**src/design/tct_cfg.svh**
```systemverilog
`ifndef TCT_CFG_SVH
`define TCT_CFG_SVH

// register indices on the parameter load port
`define TCT_IDX_CRC_CFG   4'h4
`define TCT_IDX_CRC_POLY  4'h5
`define TCT_IDX_TAIL_SYS  4'h6
`define TCT_IDX_TAIL_PAR1 4'h7
`define TCT_IDX_TAIL_PAR2 4'h8

// field layout
`define TCT_PASS_MSB      12
`define TCT_PASS_LSB      8
`define TCT_LEN_MSB       5
`define TCT_LEN_LSB       0
`define TCT_TAIL_MSB      17
`define TCT_CRC_CFG_MASK  32'h0000_1F3F
`define TCT_TAIL_MASK     32'h0003_FFFF

// reset values
`define TCT_RST_WORD      32'h0000_0000
`define TCT_RST_PASS      5'h00
`define TCT_RST_LEN       6'h00
`define TCT_RST_TAIL      18'h0_0000
`define TCT_RST_CNT       5'h00

// constants
`define TCT_PASS_ZERO     5'h00
`define TCT_PASS_ONE      5'h01
`define TCT_PASS_MAX      5'h1F
`define TCT_LEN_OFF       6'h00
`define TCT_SYM_ZERO      6'h00

`endif

```
**src/design/tct_pkg.sv**
```systemverilog
package tct_pkg;

   // termination tracker state
   typedef enum logic {
      TCT_RUN,
      TCT_STOP
   } tct_state_t;

   // three 6-bit symbols, slot 0 in the low bits
   typedef logic [2:0][5:0] tct_tail_t;

endpackage : tct_pkg

```
**src/design/tct_regs.sv**
```systemverilog
`timescale 1ns/1ps
`default_nettype none
`include "tct_cfg.svh"

module tct_regs
   import tct_pkg::*;
(
   // clock and reset
   input  wire logic        clk_i,
   input  wire logic        arst_n_i,
   // parameter load port
   input  wire logic        reg_wr_en_i,
   input  wire logic        reg_rd_en_i,
   input  wire logic [3:0]  reg_addr_i,
   input  wire logic [31:0] reg_wdata_i,
   output logic      [31:0] reg_rdata_o,
   output logic             reg_rd_valid_o,
   // decoder mode and iteration results
   input  wire logic        shared_mode_i,
   input  wire logic        decode_start_i,
   input  wire logic        iter_done_i,
   input  wire logic        iter_crc_pass_i,
   // configuration toward the decoder
   output logic             crc_enable_o,
   output logic      [5:0]  crc_length_o,
   output logic      [31:0] crc_poly_value_o,
   output logic             crc_terminate_o,
   output logic      [4:0]  crc_pass_run_o,
   output tct_tail_t        tail_sys_o,
   output tct_tail_t        tail_par1_o,
   output tct_tail_t        tail_par2_o,
   output logic             tail_ext_enable_o
);

   ////////////////////////////////////////////////////////////////////////////
   // register storage

   logic [4:0]  crc_pass_count;
   logic [5:0]  crc_length;
   logic [31:0] crc_poly;
   logic [17:0] tail_field_one;
   logic [17:0] tail_field_two;
   logic [17:0] tail_field_three;
   logic [31:0] next_rdata;
   logic [4:0]  pass_target;
   logic [4:0]  pass_run;
   logic [4:0]  next_run;
   tct_state_t  state;

   always_ff @(posedge clk_i or negedge arst_n_i) begin
      if (!arst_n_i) begin
         crc_pass_count <= `TCT_RST_PASS;
         crc_length     <= `TCT_RST_LEN;
      end else if (reg_wr_en_i && reg_addr_i == `TCT_IDX_CRC_CFG) begin
         crc_pass_count <= reg_wdata_i[`TCT_PASS_MSB:`TCT_PASS_LSB];
         crc_length     <= reg_wdata_i[`TCT_LEN_MSB:`TCT_LEN_LSB];
      end
   end

   always_ff @(posedge clk_i or negedge arst_n_i) begin
      if (!arst_n_i) begin
         crc_poly <= `TCT_RST_WORD;
      end else if (reg_wr_en_i && reg_addr_i == `TCT_IDX_CRC_POLY) begin
         crc_poly <= reg_wdata_i;
      end
   end

   always_ff @(posedge clk_i or negedge arst_n_i) begin
      if (!arst_n_i) begin
         tail_field_one   <= `TCT_RST_TAIL;
         tail_field_two   <= `TCT_RST_TAIL;
         tail_field_three <= `TCT_RST_TAIL;
      end else if (reg_wr_en_i) begin
         unique case (reg_addr_i)
            `TCT_IDX_TAIL_SYS:  tail_field_one   <= reg_wdata_i[`TCT_TAIL_MSB:0];
            `TCT_IDX_TAIL_PAR1: tail_field_two   <= reg_wdata_i[`TCT_TAIL_MSB:0];
            `TCT_IDX_TAIL_PAR2: tail_field_three <= reg_wdata_i[`TCT_TAIL_MSB:0];
            default: ;
         endcase
      end
   end

   ////////////////////////////////////////////////////////////////////////////
   // read path, one cycle latency, unmapped reads zero

   always_comb begin
      unique case (reg_addr_i)
         `TCT_IDX_CRC_CFG: begin
            next_rdata = `TCT_RST_WORD;
            next_rdata[`TCT_PASS_MSB:`TCT_PASS_LSB] = crc_pass_count;
            next_rdata[`TCT_LEN_MSB:`TCT_LEN_LSB]   = crc_length;
         end
         `TCT_IDX_CRC_POLY:  next_rdata = crc_poly;
         `TCT_IDX_TAIL_SYS:  next_rdata = {14'h0000, tail_field_one};
         `TCT_IDX_TAIL_PAR1: next_rdata = {14'h0000, tail_field_two};
         `TCT_IDX_TAIL_PAR2: next_rdata = {14'h0000, tail_field_three};
         default:            next_rdata = `TCT_RST_WORD;
      endcase
   end

   always_ff @(posedge clk_i or negedge arst_n_i) begin
      if (!arst_n_i) begin
         reg_rdata_o    <= `TCT_RST_WORD;
         reg_rd_valid_o <= 1'b0;
      end else begin
         reg_rdata_o    <= reg_rd_en_i ? next_rdata : `TCT_RST_WORD;
         reg_rd_valid_o <= reg_rd_en_i;
      end
   end

   ////////////////////////////////////////////////////////////////////////////
   // crc early termination tracker

   assign pass_target = (crc_pass_count == `TCT_PASS_ZERO) ? `TCT_PASS_ONE
                                                           : crc_pass_count;
   assign next_run    = (pass_run == `TCT_PASS_MAX) ? pass_run : pass_run + `TCT_PASS_ONE;

   always_ff @(posedge clk_i or negedge arst_n_i) begin
      if (!arst_n_i) begin
         pass_run <= `TCT_RST_CNT;
         state    <= TCT_RUN;
      end else if (decode_start_i) begin
         pass_run <= `TCT_RST_CNT;
         state    <= TCT_RUN;
      end else if (iter_done_i && crc_enable_o && state == TCT_RUN) begin
         if (!iter_crc_pass_i) begin
            pass_run <= `TCT_RST_CNT;
         end else begin
            pass_run <= next_run;
            if (next_run >= pass_target) begin
               state <= TCT_STOP;
            end
         end
      end
   end

   ////////////////////////////////////////////////////////////////////////////
   // outputs toward the decoder

   assign crc_enable_o      = (crc_length != `TCT_LEN_OFF);
   assign crc_length_o      = crc_length;
   assign crc_poly_value_o  = crc_poly;
   assign crc_terminate_o   = (state == TCT_STOP);
   assign crc_pass_run_o    = pass_run;
   assign tail_sys_o        = tail_field_one;
   assign tail_par1_o       = tail_field_two;
   assign tail_par2_o       = tail_field_three;
   assign tail_ext_enable_o = !shared_mode_i;
endmodule : tct_regs

`default_nettype wire

```
**config.mk**
```make
export PLATFORM = sky130hd
export DESIGN_NAME = tct_regs
export DESIGN_NICKNAME = d
export VERILOG_FILES = /design/src/design/tct_pkg.sv /design/src/design/tct_regs.sv
export VERILOG_INCLUDE_DIRS = /design/src /design/src/design
export SDC_FILE = /design/constraint.sdc
export NUM_CORES = 1
export LEC_CHECK = 0
export BUFFER_PORTS_ARGS = -buffer_cell sky130_fd_sc_hd__clkbuf_2
export CORE_MARGIN = 2
export CORE_UTILIZATION = 46
export DETAILED_ROUTE_END_ITERATION = 6
export PLACE_DENSITY = 0.72
export SYNTH_ARGS = -nofsm -noshare
export SYNTH_HDL_FRONTEND = slang
export SYNTH_SLANG_ARGS = --single-unit
```
**constraint.sdc**
```tcl
create_clock -name clk_i -period 1.9 [get_ports clk_i]
set_input_delay 0.38 -clock clk_i [delete_from_list [all_inputs] [get_ports clk_i]]
set_output_delay 0.38 -clock clk_i [all_outputs]
set_load 0.02 [all_outputs]
```
# [Word-level counts from Yosys, hierarchy flattened]
# Index checks and enable logic that the tools add are counted.
[classes] n_addsub=1 magnitude_cmp=1 n_eq_ne=6 muxes=11 n_bitwise=1 reduce_logical=14
[op_table] operator="32-bit one-hot mux with 5 select lines" n=1
[op_table] operator="32-bit two-way mux" n=1
[op_table] operator="5-bit two-way mux" n=5
[op_table] operator="4-bit by 3-bit == test with 1-bit output (second input constant)" n=4
[op_table] operator="2-bit AND reduction" n=3
[op_table] operator="2-bit nonzero test" n=3
[op_table] operator="6-bit nonzero test" n=1
[op_table] operator="5-bit by 1-bit adder with 5-bit output (second input constant)" n=1
[op_table] operator="5-bit == test (second input constant)" n=1
[op_table] operator="5-bit >= comparator" n=1
[op_table] operator="5-bit zero test" n=1
[op_table] operator="4-bit == test (second input constant)" n=1
[op_table] operator="1-bit logical AND" n=4
[op_table] operator="1-bit two-way mux" n=4
[op_table] operator="3-bit AND reduction" n=1
[op_table] operator="1-bit zero test" n=1
[op_table] operator="1-bit inverter" n=1
[totals] ff_bits=136 output_inout_bits=133 wordCells=44

# [Longest topological paths before layout]
[depth] word_depth=7 mapped_depth=8 depth_no_buf=8

# [Worst setup path before layout]
# OpenSTA, ideal clock, no wires.
[synth_path] kind="reg2reg" start="reg pass_run[0], in the netlist crc_pass_run_o[0]" end="reg state, in the netlist crc_terminate_o" t_arrival_ns=1.987 required_ns=1.779 path_slack_ns=-0.208 path_stages_with_launch=9 n_path_buf=0 cell_sequence="dfrtp_1 ha_1 nand4_1 mux2_2 ha_1 a21o_1 a31oi_1 o21ai_0 a22o_1"
[synth_between] elab_chain_cells=5
[synth_lines] item="from (decl)" line_no="tct_regs.sv:46" source="logic [4:0] pass_run;"
[synth_lines] item="from (signal assigned)" line_no="tct_regs.sv:120" source="pass_run <= `TCT_RST_CNT;"
[synth_lines] item="from (signal assigned)" line_no="tct_regs.sv:123" source="pass_run <= `TCT_RST_CNT;"
[synth_lines] item="from (signal assigned)" line_no="tct_regs.sv:127" source="pass_run <= `TCT_RST_CNT;"
[synth_lines] item="5-bit by 1-bit adder with 5-bit output (no source line) / 5-bit == test (equally long branches)"
[synth_lines] item="5-bit two-way mux (no source line) *"
[synth_lines] item="5-bit >= comparator *" line_no="tct_regs.sv:130" source="if (next_run >= pass_target) begin"
[synth_lines] item="2-bit nonzero test (no source line) *"
[synth_lines] item="3-bit AND reduction (no source line) *"
[synth_lines] item="to (signal assigned)" line_no="tct_regs.sv:121" source="state <= TCT_RUN;"
[synth_lines] item="to (signal assigned)" line_no="tct_regs.sv:124" source="state <= TCT_RUN;"
[synth_lines] item="to (signal assigned)" line_no="tct_regs.sv:131" source="state <= TCT_STOP;"
[synth_lines] item="to (decl)" line_no="tct_regs.sv:48" source="tct_state_t state;"
# Every way passes the cells marked *; elsewhere a longest branch is shown, timed or not.
# A chain may end at the register's enable or synchronous reset.

# [Final worst setup path]
# Same ends and word-level chain as after synthesis.

==> impl_metrics.json <==
{
  "crit_cells": 8,
  "area_delta_synth_final_pct": 33.79,
  "wire_per_inst_um": 19.22,
  "io_buffers": 176,
  "rsz0062_at_grt": "true",
  "track_usage_pct": 22.37,
  "via_count": 4018,
  "die_x_um": 114.3,
  "dieArea_mm2": 0.01307,
  "crit_path_top_delay_cell": "mux2_4",
  "crit_type": "register to register",
  "slowest_delay_ps": 410,
  "chipHeight_um": 114.3,
  "cts.sinks": 136,
  "fin_area_mm2": 0.007491,
  "fin_crit_sh_pct": 105.3,
  "crit_start": "crc_pass_run_o[0]",
  "dp_hpwl_mm": 9.727,
  "cts_max_level": 4,
  "worst_skew_pair.late_latency_ps": 410,
  "cp_common_cell": "ha_4",
  "ys.flop_type": "dfrtp_1",
  "yosysWarnings": 0,
  "num_rows": 40,
  "clk_pin_slew_ps": 60,
  "netSwitchingFraction_pct": 29.36,
  "synth_commonest_cells": "136 x dfrtp_1, 65 x mux2_1, 20 x mux2_4, 19 x a21oi_1, 18 x a222oi_1",
  "core_area_mm2": 0.01196,
  "r2r_end": "crc_terminate_o",
  "cts_tree": "yes",
  "syn_avg_cell_area_um2": 14.81,
  "worstReg2RegStart": "crc_pass_run_o[0]",
  "cp.arrival_ps": 2300,
  "dr.pass1.iters": 6,
  "synth_top_area_cell": "dfrtp_1",
  "leakage_nw": 3.858,
  "drtIter0Drc": 271,
  "grt_pass1_wl_mm": 21.94,
  "r2r_cells": 8,
  "antenna_found_initial": 0,
  "antenna_left": 0,
  "worst_slack_ps": -101.2,
  "failed_checks": "setup timing",
  "ys_types": 40,
  "synth_nets": 428,
  "gr-total-overflow": 0,
  "post-place-ws_ps": -41.56,
  "maxCapViolCount": 0,
  "r2r_setup_slack_ps": -100,
  "syn_inst": 378,
  "antennaDiodeCount": 0,
  "synth_seq_cells": 136,
  "max_freq_ghz": 0.4997,
  "synth_edf_count": 0,
  "clkPwrFrac_pct": 39.1,
  "finalHoldViolCount": 0,
  "maxSlewHeadroom_pct": 31.99,
  "synth.most_common_cell": "dfrtp_1",
  "start_kind": "register",
  "fin_crit_ps": 2001,
  "power.density_mw_per_mm2": 1276,
  "grt_max_degree": 61,
  "ir_drop_uv": 1087,
  "syn-cell-area_mm2": 0.005599,
  "path_cells": "ha_4 -> nand4_1 -> mux2_4 -> ha_4 -> a21o_1 -> a31oi_1 -> o21ai_1 -> a22o_1",
  "place_area_mm2": 0.006763,
  "gp_congestion": 0.7915,
  "vias_per_cell": 5.474,
  "yosysTopAreaCellShare_pct": 60.78,
  "start_util_pct": 46.81,
  "io-pin-count": 177,
  "numCtsBuffers": 17,
  "finalNetCount": 624,
  "crit_required_ps": 2200,
  "wl_mm": 14.11,
  "path_max_fanout": 4,
  "power_frac_comb_pct": 20.7,
  "worst_setup_path_end_kind": "register",
  "status": "finished with violations",
  "hold_class": "input pin to register",
  "crit_end": "crc_terminate_o",
  "yosys-top-cells-area": "dfrtp_1 61%, mux2_1 13%, mux2_4 5.4%, a222oi_1 3.2%, mux2_2 2.6%",
  "cts_max_path_buffers": 2,
  "worst-path-buf-inv": 0,
  "p_sw_mw": 2.806,
  "grt_pass1_vias": 4113,
  "clockRootBuffer": "clkbuf_16",
  "seq_area_frac_synth_pct": 60.78,
  "async_flop_share_pct": 100.0,
  "seq_power_share_pct": 40.3,
  "drc": 0,
  "setup_viol": 1,
  "internal_power_mw": 6.753,
  "drive_gt1_share_pct": 47.02,
  "clock-skew-final_ps": 5.247,
  "path_delay_family": "compound AO/OA/AOI/OAI gates",
  "worstMarginPinSlew_ps": 1020,
  "drv_slew": 0
}
==> area by class of cell <==
class / count / area, µm²
flip-flops and latches: 136 / 3407
inverters: 6 / 22.52
well taps: 147 / 183.9
repair buffers: 198 / 1105
fillers: 941 / 4471
multi-input cells: 215 / 2093
clock buffers: 21 / 460.4
clock inverters: 11 / 219.0
==> stage by stage <==
step / instances / utilization, % / setup TNS (ps) / hold slack, ps / total power, mW
after detailed placement: 699 / 56.54 / -41.56 / 256.9 / 5.859
after global routing: 734 / 62.63 / -193.3 / 169.9 / 9.993
after global placement: 699 / 56.54 / 0 / 254.2 / 5.782
after floorplan: 378 / - / -33.33 / 84.41 / 4.980
after CTS: 733 / 62.49 / -34.31 / 161.9 / 9.639
final: 734 / 62.63 / -101.2 / 175.4 / 9.559
==> flip-flops by register name, indices dropped and copies added (netlist names) <==
name and cells:
crc_pass_count 5, reg_rdata_o 32, tail_sys_o 18, tail_par1_o 18, tail_par2_o 18, reg_rd_valid_o 1, crc_length_o 6, crc_poly_value_o 32
crc_pass_run_o 5, crc_terminate_o 1
==> worst min-delay path by stage <==
stage                    start              endpoint  slack (ps)  cells past startpoint
6_report       reg_wdata_i[26]  crc_poly_value_o[26]         180                      2
5_1_grt        reg_wdata_i[25]  crc_poly_value_o[25]         170                      2
4_1_cts        reg_wdata_i[26]  crc_poly_value_o[26]         160                      2
3_5_place_dp          arst_n_i        tail_sys_o[15]         260                      1
3_3_place_gp          arst_n_i       tail_par1_o[15]         250                      1
2_1_floorplan         arst_n_i       crc_length_o[0]          80                      0
==> metal layers <==
layer	GRT usage, %	part of all wire, %
met1	28.63	41
met4	10.16	1.9
met2	35.91	52
met5	0	0
met3	5.823	6.0
==> placed cells by master (no fill, tap or decap), drive strengths merged, types with 2 or more instances in the layout <==
| cell type | n |
|---|---|
| and3b | 2 |
| inv | 6 |
| ha | 6 |
| a21oi | 19 |
| mux2 | 98 |
| clkbuf | 196 |
| a22oi | 11 |
| and3 | 15 |
| o21ai | 3 |
| bufinv | 6 |
| clkinvlp | 4 |
| nand2 | 18 |
| nand4 | 2 |
| a222oi | 18 |
| nor2b | 2 |
| a22o | 4 |
| dfrtp | 136 |
| nor3b | 2 |
| xnor2 | 2 |
| buf | 22 |
==> kinds of logic after synthesis <==
family                   after synthesis  synth area share [%]
AND/OR/NAND/NOR                       47                 5.229
XOR/XNOR                               3                0.4694
AO/OA/AOI/OAI                         61                 8.224
flip-flops                           136                 60.78
multiplexers                          98                 21.05
buffers and inverters                 27                 2.905
adder cells (fa/ha/maj)                6                 1.341
==> power groups by stage <==
stage          clock network, mW  logic (mW)  registers, mW
6_report                    3.73        1.98           3.85
4_1_cts                     3.80        1.99           3.85
5_1_grt                     3.94        2.13           3.92
3_5_place_dp                   0        1.97           3.88
3_3_place_gp                   0        1.94           3.85
2_1_floorplan                  0       0.598           4.38
==> repair_timing <==
item,4_1_cts,5_1_grt
cloned,0,0
endpoints found under the setup margin,2,2
endpoints found under the hold margin,23,0
pin swaps,2,1
hold buffers,1,0
buffers inserted,1,1
gates resized for setup,2,2
Power figures use the tool's default switching activity.
